$ cat src/pkg/tdl_cfg.svh
// constants of the datalink message decoder: offsets, field positions, counts
`ifndef TDL_CFG_SVH
`define TDL_CFG_SVH

// ****************************************
// register word indices
// ****************************************
`define TDL_REG_CTRL 4'h0
`define TDL_REG_BPM 4'h1
`define TDL_REG_CUR 4'h2
`define TDL_REG_HIST 4'h3
`define TDL_REG_ALM_SEC 4'h4
`define TDL_REG_MISC 4'h5
`define TDL_REG_VIOL 4'h6
`define TDL_REG_SLIP 4'h7
`define TDL_REG_BIN0 4'h8
`define TDL_REG_BIN5 4'hd
`define TDL_REG_CRC_TOTAL 4'he

// ****************************************
// control word fields and reset value
// ****************************************
`define TDL_CTRL_ESF 0
`define TDL_CTRL_BPM_EN 1
`define TDL_CTRL_USER_LSB 8
`define TDL_CTRL_RESET 16'h0000

// ****************************************
// indication vector positions (current and history)
// ****************************************
`define TDL_IND_W 23
`define TDL_IND_MAJ_SHELF 0
`define TDL_IND_MAJ_NOSHELF 4
`define TDL_IND_SHELF_ONLY 5
`define TDL_IND_LOOP_SHELF 9
`define TDL_IND_LOOP_PROT 13
`define TDL_IND_ON_PROT 14
`define TDL_IND_MINOR 18
`define TDL_IND_PWR 19
`define TDL_IND_HOOK 20
`define TDL_IND_PROCEED 21
`define TDL_IND_ABORT 22

// ****************************************
// misc status word positions, and the alarm-seconds overflow bit
// ****************************************
`define TDL_MISC_SRC_LSB 8
`define TDL_MISC_CRC_GT 16
`define TDL_ALM_SEC_OVF 31

// ****************************************
// counts
// ****************************************
`define TDL_ALM_SEC_W 27
`define TDL_ALM_SEC_MAX 27'd99999999
`define TDL_PROT_FRAMES 2'd3
`define TDL_FIELD_NARROW 5'd13
`define TDL_FIELD_WIDE 5'd16

// ****************************************
// bit-patterned message codewords
// ****************************************
`define TDL_BPM_NOT_SYNC 8'h30
`define TDL_BPM_SONET 8'h22
`define TDL_BPM_STRATUM1 8'h04
`define TDL_BPM_STRATUM2 8'h28
`define TDL_BPM_STRATUM3 8'h2a
`define TDL_BPM_STRATUM4 8'h14
`define TDL_BPM_UNKNOWN 8'h08

`endif

$ cat src/pkg/tdl_pkg.sv
// types of the datalink message decoder
`default_nettype none

package tdl_pkg;

    // maintenance field codes
    typedef enum logic [2:0] {
        maint_idle = 3'h0,
        maint_on_hook = 3'h1,
        maint_line_seize_code = 3'h2,
        maint_go_ahead_code_fwd = 3'h3,
        maint_go_ahead_code_rev = 3'h4,
        maint_test_abort_code_fwd = 3'h5,
        maint_test_abort_code_rev = 3'h6
    } tdl_maint_t;

    // payload source class, index is {loop bit, command/response bit}
    typedef enum logic [1:0] {
        src_customer_origin = 2'h0,
        src_carrier_origin = 2'h1,
        src_customer_looped = 2'h2,
        src_carrier_looped = 2'h3
    } tdl_src_t;

endpackage

`default_nettype wire

$ cat src/tdl_decoder.sv
// datalink message decoder: sync messages, alarm fields, far-end per-second counters
// How it works
// - sync messages decode only in extended superframe mode with receiver enabled.
// - each received sync message flag stays set until test restart.
// - any sync message pulses a time-stamped alarms report request.
// - separate flags: not-for-sync, SONET, stratum 1-4, unknown, user pattern.
// - alarm-seconds counts seconds with any alarm, 0 to 99999999.
// - past the maximum, overflow flag sets and low digits keep counting.
// - alarm field width is reported as 13 or 16 bits.
// - major alarm reported with shelf A-D, or with no shelf.
// - shelf-only alarm when a shelf alarms without a major alarm.
// - far-end loop requests flagged per shelf and for the protection line.
// - shelf on protection only after three consecutive frames say so.
// - minor and power/misc indications follow their conditions.
// - either test-abort code sets the test-abort indication.
// - conditions that end are kept as history apart from current ones.
// - far-end violation seconds count reports with the violation bit.
// - far-end slip seconds count reports with the slip bit.
// - six far-end CRC bin counters, one per bin bit.
// - CRC total adds bin minimums; greater-than flag when bins 2-6 nonzero.
// - payload source classified from command/response and loop bits.
`default_nettype none
`include "tdl_cfg.svh"

module tdl_decoder #(
    parameter int CNT_W = 32
) (
    // clock, reset, enable
    input wire logic clk,
    input wire logic reset,
    input wire logic ce,
    // register port
    input wire logic [3:0] reg_addr,
    input wire logic [31:0] reg_wdata,
    input wire logic reg_wr,
    input wire logic reg_rd,
    output logic [31:0] reg_rdata,
    // test timing
    input wire logic second_tick,
    input wire logic test_restart,
    // sync message codewords
    input wire logic bpm_valid,
    input wire logic [7:0] bpm_code,
    // alarm and maintenance frame
    input wire logic frame_valid,
    input wire logic alarm_field_wide,
    input wire logic major_alarm,
    input wire logic minor_alarm,
    input wire logic power_misc_alarm,
    input wire logic [3:0] shelf_alarm,
    input wire logic [3:0] loop_req_shelf,
    input wire logic loop_req_prot,
    input wire logic [3:0] prot_switch,
    input wire logic [2:0] maint_code,
    // performance report
    input wire logic prm_valid,
    input wire logic line_violation_event_bit,
    input wire logic slip_event_bit,
    input wire logic [5:0] crc_bin_bits,
    input wire logic prm_cr,
    input wire logic payload_loop_bit,
    // report request
    output logic alarm_report_req
);

    // ****************************************
    // state
    // ****************************************
    typedef struct packed {
        logic [15:0] ctrl;
        logic [7:0] bit_pattern_message;
        logic report_req;
        logic [`TDL_IND_W-1:0] cur;
        logic [`TDL_IND_W-1:0] hist;
        logic [3:0][1:0] prot_cnt;
        logic alarm_field_width;
        logic [`TDL_ALM_SEC_W-1:0] alarm_seconds_count;
        logic alm_ovf;
        logic armed;
        logic sec_alarm;
        logic sec_lv;
        logic sec_sl;
        logic [5:0] sec_bins;
        logic [CNT_W-1:0] far_violation_seconds;
        logic [CNT_W-1:0] far_slip_seconds;
        logic [5:0][CNT_W-1:0] far_crc_bin;
        logic [CNT_W-1:0] crc_total;
        logic crc_gt;
        logic [1:0] payload_source_class;
        logic [31:0] rd_data;
    } tdl_state_t;

    tdl_state_t q;
    tdl_state_t next_q;

    // control word comes up with both receiver settings off
    localparam tdl_state_t Q_RESET = '{ctrl: `TDL_CTRL_RESET, default: '0};

    // minimum error count implied by each bin
    localparam logic [5:0][CNT_W-1:0] BIN_MIN = {
        CNT_W'(320), CNT_W'(101), CNT_W'(11), CNT_W'(6), CNT_W'(2), CNT_W'(1)
    };

    logic rx_enabled;
    logic [7:0] bpm_hit;
    logic [`TDL_IND_W-1:0] frame_ind;
    tdl_pkg::tdl_maint_t maint;

    assign rx_enabled = q.ctrl[`TDL_CTRL_ESF] & q.ctrl[`TDL_CTRL_BPM_EN];
    assign maint = tdl_pkg::tdl_maint_t'(maint_code);

    // ****************************************
    // codeword and frame decode
    // ****************************************
    always_comb begin
        bpm_hit[0] = bpm_code == `TDL_BPM_NOT_SYNC;
        bpm_hit[1] = bpm_code == `TDL_BPM_SONET;
        bpm_hit[2] = bpm_code == `TDL_BPM_STRATUM1;
        bpm_hit[3] = bpm_code == `TDL_BPM_STRATUM2;
        bpm_hit[4] = bpm_code == `TDL_BPM_STRATUM3;
        bpm_hit[5] = bpm_code == `TDL_BPM_STRATUM4;
        bpm_hit[6] = bpm_code == `TDL_BPM_UNKNOWN;
        bpm_hit[7] = bpm_code == q.ctrl[`TDL_CTRL_USER_LSB+:8];
    end

    always_comb begin
        frame_ind = '0;
        for (int i = 0; i < 4; i++) begin
            frame_ind[`TDL_IND_MAJ_SHELF+i] = major_alarm & shelf_alarm[i];
            frame_ind[`TDL_IND_SHELF_ONLY+i] = ~major_alarm & shelf_alarm[i];
            frame_ind[`TDL_IND_LOOP_SHELF+i] = loop_req_shelf[i];
        end
        frame_ind[`TDL_IND_MAJ_NOSHELF] = major_alarm & ~|shelf_alarm;
        frame_ind[`TDL_IND_LOOP_PROT] = loop_req_prot;
        frame_ind[`TDL_IND_MINOR] = minor_alarm;
        frame_ind[`TDL_IND_PWR] = power_misc_alarm;
        frame_ind[`TDL_IND_HOOK] = maint == tdl_pkg::maint_on_hook ||
            maint == tdl_pkg::maint_line_seize_code;
        frame_ind[`TDL_IND_PROCEED] = maint == tdl_pkg::maint_go_ahead_code_fwd ||
            maint == tdl_pkg::maint_go_ahead_code_rev;
        frame_ind[`TDL_IND_ABORT] = maint == tdl_pkg::maint_test_abort_code_fwd ||
            maint == tdl_pkg::maint_test_abort_code_rev;
    end

    // ****************************************
    // next state
    // ****************************************
    always_comb begin
        logic [`TDL_IND_W-1:0] new_ind;
        new_ind = '0;
        next_q = q;
        next_q.report_req = 1'b0;
        next_q.rd_data = 32'h0000_0000;
        // restart first, so that an event in the same cycle still lands
        if (test_restart) begin
            next_q.bit_pattern_message = 8'h00;
            next_q.cur = '0;
            next_q.hist = '0;
            next_q.prot_cnt = '0;
            next_q.alarm_seconds_count = '0;
            next_q.alm_ovf = 1'b0;
            next_q.armed = 1'b0;
            next_q.sec_alarm = 1'b0;
            next_q.sec_lv = 1'b0;
            next_q.sec_sl = 1'b0;
            next_q.sec_bins = 6'h00;
            next_q.far_violation_seconds = '0;
            next_q.far_slip_seconds = '0;
            next_q.far_crc_bin = '0;
            next_q.crc_total = '0;
            next_q.crc_gt = 1'b0;
        end
        // user pattern sits in the upper byte of the control word
        if (reg_wr && reg_addr == `TDL_REG_CTRL) begin
            next_q.ctrl = reg_wdata[15:0];
        end
        // second boundary: consume the events gathered during the second
        if (second_tick && !test_restart) begin
            if (q.armed) begin
                if (q.sec_alarm) begin
                    if (q.alarm_seconds_count == `TDL_ALM_SEC_MAX) begin
                        next_q.alarm_seconds_count = '0;
                        next_q.alm_ovf = 1'b1;
                    end else begin
                        next_q.alarm_seconds_count = q.alarm_seconds_count + 1'b1;
                    end
                end
                if (q.sec_lv) begin
                    next_q.far_violation_seconds = q.far_violation_seconds + 1'b1;
                end
                if (q.sec_sl) begin
                    next_q.far_slip_seconds = q.far_slip_seconds + 1'b1;
                end
                for (int b = 0; b < 6; b++) begin
                    if (q.sec_bins[b]) begin
                        next_q.far_crc_bin[b] = q.far_crc_bin[b] + 1'b1;
                        next_q.crc_total = next_q.crc_total + BIN_MIN[b];
                    end
                end
            end
            next_q.armed = 1'b1;
            next_q.sec_alarm = 1'b0;
            next_q.sec_lv = 1'b0;
            next_q.sec_sl = 1'b0;
            next_q.sec_bins = 6'h00;
        end
        next_q.crc_gt = next_q.far_crc_bin[1] != '0 || next_q.far_crc_bin[2] != '0 ||
            next_q.far_crc_bin[3] != '0 || next_q.far_crc_bin[4] != '0 ||
            next_q.far_crc_bin[5] != '0;
        // sync messages
        if (bpm_valid && rx_enabled) begin
            next_q.bit_pattern_message = next_q.bit_pattern_message | bpm_hit;
            next_q.report_req = 1'b1;
        end
        // alarm and maintenance frame
        if (frame_valid) begin
            new_ind = frame_ind;
            for (int i = 0; i < 4; i++) begin
                if (!prot_switch[i]) begin
                    next_q.prot_cnt[i] = 2'd0;
                end else if (next_q.prot_cnt[i] != `TDL_PROT_FRAMES) begin
                    // counts from the restarted value when both land together
                    next_q.prot_cnt[i] = next_q.prot_cnt[i] + 2'd1;
                end
                new_ind[`TDL_IND_ON_PROT+i] = next_q.prot_cnt[i] == `TDL_PROT_FRAMES;
            end
            next_q.hist = next_q.hist | (next_q.cur & ~new_ind);
            next_q.cur = new_ind;
            next_q.alarm_field_width = alarm_field_wide;
            if (major_alarm || minor_alarm || power_misc_alarm || |shelf_alarm) begin
                next_q.sec_alarm = 1'b1;
            end
        end
        // performance report
        if (prm_valid) begin
            next_q.sec_lv = next_q.sec_lv | line_violation_event_bit;
            next_q.sec_sl = next_q.sec_sl | slip_event_bit;
            next_q.sec_bins = next_q.sec_bins | crc_bin_bits;
            next_q.payload_source_class = {payload_loop_bit, prm_cr};
        end
        // register reads
        if (reg_rd) begin
            unique case (reg_addr)
                `TDL_REG_CTRL: next_q.rd_data = {16'h0000, q.ctrl};
                `TDL_REG_BPM: next_q.rd_data = {24'h000000, q.bit_pattern_message};
                `TDL_REG_CUR: next_q.rd_data = 32'(q.cur);
                `TDL_REG_HIST: next_q.rd_data = 32'(q.hist);
                `TDL_REG_ALM_SEC: begin
                    next_q.rd_data = 32'(q.alarm_seconds_count);
                    next_q.rd_data[`TDL_ALM_SEC_OVF] = q.alm_ovf;
                end
                `TDL_REG_MISC: begin
                    next_q.rd_data[4:0] = q.alarm_field_width ? `TDL_FIELD_WIDE :
                        `TDL_FIELD_NARROW;
                    next_q.rd_data[`TDL_MISC_SRC_LSB+:2] = q.payload_source_class;
                    next_q.rd_data[`TDL_MISC_CRC_GT] = q.crc_gt;
                end
                `TDL_REG_VIOL: next_q.rd_data = 32'(q.far_violation_seconds);
                `TDL_REG_SLIP: next_q.rd_data = 32'(q.far_slip_seconds);
                `TDL_REG_CRC_TOTAL: next_q.rd_data = 32'(q.crc_total);
                default: begin
                    if (reg_addr >= `TDL_REG_BIN0 && reg_addr <= `TDL_REG_BIN5) begin
                        next_q.rd_data = 32'(q.far_crc_bin[3'(reg_addr - `TDL_REG_BIN0)]);
                    end
                end
            endcase
        end
    end

    // ****************************************
    // registers
    // ****************************************
    // a low enable freezes every field, read data included
    // reset wins over the enable so a frozen block still comes up clean
    always_ff @(posedge clk) begin
        if (reset) begin
            q <= Q_RESET;
        end else if (ce) begin
            q <= next_q;
        end
    end

    // outputs come straight from the state flops
    assign reg_rdata = q.rd_data;
    assign alarm_report_req = q.report_req;
endmodule

`default_nettype wire

$ cat config.mk
export PLATFORM = sky130hd
export DESIGN_NAME = tdl_decoder
export DESIGN_NICKNAME = d
export VERILOG_FILES = /design/src/pkg/tdl_pkg.sv /design/src/tdl_decoder.sv
export VERILOG_INCLUDE_DIRS = /design/src /design/src/pkg
export SDC_FILE = /design/constraint.sdc
export NUM_CORES = 2
export LEC_CHECK = 0
export BUFFER_PORTS_ARGS = -buffer_cell sky130_fd_sc_hd__clkbuf_2
export CORE_ASPECT_RATIO = 1.75
export CORE_UTILIZATION = 45
export DETAILED_ROUTE_END_ITERATION = 8
export GPL_TIMING_DRIVEN = 0
export PLACE_DENSITY_LB_ADDON = 0.2
export SLEW_MARGIN = 40
export SYNTH_ARGS = -nofsm -noshare
export SYNTH_HDL_FRONTEND = slang
export SYNTH_SLANG_ARGS = --single-unit
$ cat constraint.sdc
create_clock -name clk -period 8.65 [get_ports clk]
set_input_delay 0.4325 -clock clk [delete_from_list [all_inputs] [get_ports clk]]
set_output_delay 0.4325 -clock clk [all_outputs]
set_load 0.1 [all_outputs]
==> results of run 1 <==
## logic make-up after synthesis
family,synth area share
compound gates,0.243
xor+xnor,0.0690
fa+ha+maj,0.00562
buf+inv,0.0525
flops,0.283
mux,0.0423
simple gates,0.305
## timing repair
action / CTS
pin swaps: 2
buffers inserted: 4
endpoints found under the setup margin: 18
gates resized for setup: 22
## Yosys cell counts (all sizes together), types with 23 or more instances
cell,instances,area [um^2]
a211oi,46,350
nand2b,26,163
clkbuf,249,936
or3,41,257
a21oi,290,1460
nor4,78,534
and4,30,263
nor3,168,841
a221oi,33,289
o211ai,62,480
nor2b,23,144
xor2,89,780
a32oi,23,201
o21ai,303,1520
and2,44,278
mux2i,43,430
a222oi,23,230
or4,24,188
mux4,32,721
nand3,191,966
xnor2,148,1300
a21o,43,323
and3,90,563
nor2,646,2430
a22oi,114,856
nand2,380,1430
inv,59,221
nand4,106,708
dfxtp,441,8830
buf,83,478
a31oi,32,200
or2,25,156
## routing by layer
metal	overflow	global-route usage
met5	0	0.0570
met4	77	0.672
met3	2	0.304
met2	110	0.878
met1	1	0.552
## through the flow
stage / TNS, ns / instances / setup slack (ns)
floorplan: 0 / 4274 / 1.41
CTS: 0 / 5367 / 0.00442
detailed placement: -30.65 / 5285 / -2.32
global placement: -63.88 / 5276 / -3.74
==> metrics.cfg, run 1 <==
[grt]
grt_pass1_wl_mm = 298
grt_start_max_net_pins = 15
track_usage = 0.592
grt_overflow = 190
grt_pass1_vias = 38249

[logic_synthesis]
synth_nets = 4372
synthArstFlopShare = 0
synth_edf_count = 0
ys_seq_area_frac = 0.283
synth_cell_types = 105
syn-instance-count = 4274
ys_ff_latch = 441
synth_ff_type = dfxtp_1
yosysWarnings = 0
syn_area_per_cell_um2 = 7.30
netlist_area_um2 = 31200

[clocking]
numCtsBuffers = 45
cts-root-buf = clkbuf_16
clockBufferDepth = 3
cts.sinks = 441
htree_levels = 2
hold_buffers = 0

[floorplan]
start_util = 0.455
rows = 127
io_pins = 117
chipWidth_um = 201
chipHeight_um = 350

[outcome]
failing_step = global routing (5_1_grt)
status = did not finish
error_line = [ERROR GRT-0116] Global routing finished with congestion. Check the congestion regions in the DRC Viewer.

[placement]
placed_cell_area_um2 = 33200
hpwlAfterDp_mm = 149
gp_congestion = 1.16
io_buffers = 99

==> run 2: changes to the inputs <==
- CORE_ASPECT_RATIO: 1.75 -> unset
- CORE_UTILIZATION: 45 -> 30
- PLACE_DENSITY_LB_ADDON: 0.2 -> 0.15
==> metrics.cfg, run 2 <==
[placement]
placed_cell_area_um2 = 33600
io_buffers = 99
hpwlAfterDp_mm = 140
gp_congestion = 1.02

[clocking]
cts-root-buf = clkbuf_16
cts.sinks = 441
numCtsBuffers = 56
clockBufferDepth = 3
htree_levels = 2
clock_latency_ns = 0.67
clk_pin_slew_ns = 0.06
cts_tree = done

[worst_setup_path]
cpLargestDelayFamily = compound AO/OA/AOI/OAI gates
r2r_setup_slack_ns = 0.93
cp_common_cell = o21ai_0
crit_fanout = 19
crit_type = primary input to flop
worst-path-buf-inv = 5
crit_slowest_cell = or4b_2
start_kind = primary input
cp_data_required_time_ns = 9.16
critical_path.max_stage_delay_ns = 0.72
timing.rr.end = q[62]$_SDFFE_PP0P_
arrival_ns = 8.70
worstSetupEndpointType = flop
r2r-start = q[35]$_SDFFE_PP0P_
rr_worst_depth = 24

[routing]
vias = 36486
drc = 0
initialDrtViolationCount = 5100
routed_wirelength_mm = 180
vias_per_cell = 6.23
drtPass1Iterations = 9
ant_nets = 0
wl_per_cell_um = 30.8

[final_layout]
nNetsFinal = 4545
design_area_um2 = 35700
final_common_cell = nor2_1
largest_register_ffs = 408
layout-drive-gt1-share = 0.107
synthToLayoutAreaGrowth_pct = 14.6
fill_cells = 11164
regMostFlops = q
final_cell_mix = nor2_1 (642), dfxtp_1 (441), nand2_1 (380)

[grt]
grt_pass1_vias = 32970
track_usage = 0.327
grt_start_max_net_pins = 20
antenna_found_initial = 15
grt_pass1_wl_mm = 250
grt_overflow = 0

[logic_synthesis]
syn_area_per_cell_um2 = 7.30
syn-instance-count = 4274
synth_most_common_cell = nor2_1
synth_edf_count = 0
ys_seq_area_frac = 0.283
ys_ff_latch = 441
synth_nets = 4372
synth_cell_types = 105
ys_top_cells_by_count = nor2_1 (645), dfxtp_1 (441), nand2_1 (380)
netlist_area_um2 = 31200
synthTopCellsByArea = dfxtp_1 (28%), nor2_1 (7.8%), o21ai_0 (4.7%), a21oi_1 (4.6%), nand2_1 (4.6%)
yosysTopAreaCellShare = 0.283
synth_ff_type = dfxtp_1
yosysWarnings = 0
synthArstFlopShare = 0
yosys.area.top_type = dfxtp_1

[worst_hold_path]
hold_class = primary input to flop
worstHoldPathCells = 3
hold_path_end = q[361]$_SDFFE_PP0P_
min_from = alarm_field_wide

[power]
leakagePower_nw = 11.9
power.density_nw_per_um2 = 143
ir_drop_uv = 157
power_mw = 5.10

[floorplan]
coreArea_um2 = 102000
rows = 117
io_pins = 117
start_util = 0.304
die_area_um2 = 105000
chipHeight_um = 324
chipWidth_um = 324

[outcome]
status = finished, final reports clean

[timing]
drv_slew = 0
period_share = 0.947
hold_viol = 0
slew_headroom = 0.293
period_needed_ns = 8.19
rsz0062_at_grt = no
clock.fmax_mhz = 122
setup_violations = 0
fin_setup_tns_ns = 0
timing.hold.ws_ns = 0.00672
fin_worst_skew_ns = 0.0395
worstMarginPinSlew_ns = 1.05

[run]
cap_viol_max_count = 0

run 2: cell counts after synthesis:
No cell type changed its count.
run 2: worst reg2reg max path, cell delays in order (launching register included):
cell      delay [ns]
dfxtp_1         0.40
buf_2           0.28
nand3_1         0.12
xnor2_1         0.31
and2_1          0.18
ha_1            0.26
inv_1           0.11
or3_1           0.42
o21ai_0         0.35
mux2i_1         0.38
nand4_1         0.36
clkbuf_1        0.35
or4_1           0.53
a21oi_1         0.25
o21bai_1        0.17
clkbuf_1        0.29
nor3_2          0.35
a21boi_0        0.18
nor2_1          0.32
nor3_1          0.14
or4bb_1         0.54
nor4_4          0.44
nand3_1         0.17
xnor2_1         0.46
a311oi_1        0.16
run 2: how the worst max path moves through the flow:
stage	cells past startpoint	start	slack [ns]	endpoint
global route	26	test_restart	0.23	q[63]$_SDFFE_PP0P_
global placement	26	test_restart	-3.73	q[62]$_SDFFE_PP0P_
CTS	27	test_restart	0.13	q[63]$_SDFFE_PP0P_
floorplan	26	test_restart	1.41	q[65]$_SDFFE_PP0P_
finish	25	test_restart	0.46	q[59]$_SDFFE_PP0P_
detailed placement	27	test_restart	-1.72	q[63]$_SDFFE_PP0P_
run 2: power breakdown:
| part | total, mW | internal [mW] | switching, mW |
|---|---|---|---|
| clock | 2.44 | 1.41 | 1.03 |
| sequential | 2.07 | 2.05 | 0.0202 |
| combinational | 0.592 | 0.124 | 0.468 |
run 2: cell families (layout without fill, tap and decap cells):
group	count (synthesis)	count (layout)	synth area share
flip-flops	441	441	0.283
multiplexers	90	90	0.0423
AND/OR/NAND/NOR	1940	1940	0.305
XOR/XNOR	240	240	0.0690
buffers and inverters	392	604	0.0525
AO/OA/AOI/OAI	1157	1157	0.243
other	0	3	0
adder cells (fa/ha/maj)	14	14	0.00562
run 2: area by class of cell:
type                            instances  area, um^2  area share
Inverter                               60         225     0.00630
Timing Repair Buffer                  118         674      0.0189
Clock inverter                         12         194     0.00543
Antenna cell                            3        7.51    0.000210
Clock buffer                           85        1630      0.0456
Tap cell                             1368        1710      0.0479
Sequential cell                       441        8830       0.247
Multi-Input combinational cell       3441       20900       0.586
Buffer                                329        1520      0.0425
run 2: through the flow:
step                      cells  utilization  setup WS (ns)
after detailed placement   5744        0.328          -1.72
after CTS                  5855        0.348          0.127
final                      5857        0.349          0.459
after floorplan            4274            -           1.41
after global placement     5741        0.326          -3.73
after global routing       5855        0.349          0.227
run 2: metal layers:
layer | routed length [um] | track usage | vias up
met5 | 26 | 0 | -
met4 | 11700 | 0.185 | 4
met3 | 17100 | 0.0520 | 457
met2 | 77500 | 0.502 | 2163
met1 | 73800 | 0.435 | 17793
li1 | - | - | 16069
run 2: what timing repair did:
item,CTS,global route
resized for setup,8,15
setup buffers,2,0
endpoints found under the setup margin,13,11
hold buffers,13,0
hold endpoints to repair,13,0
cloned,0,0
(Power assumes the default switching activity.)
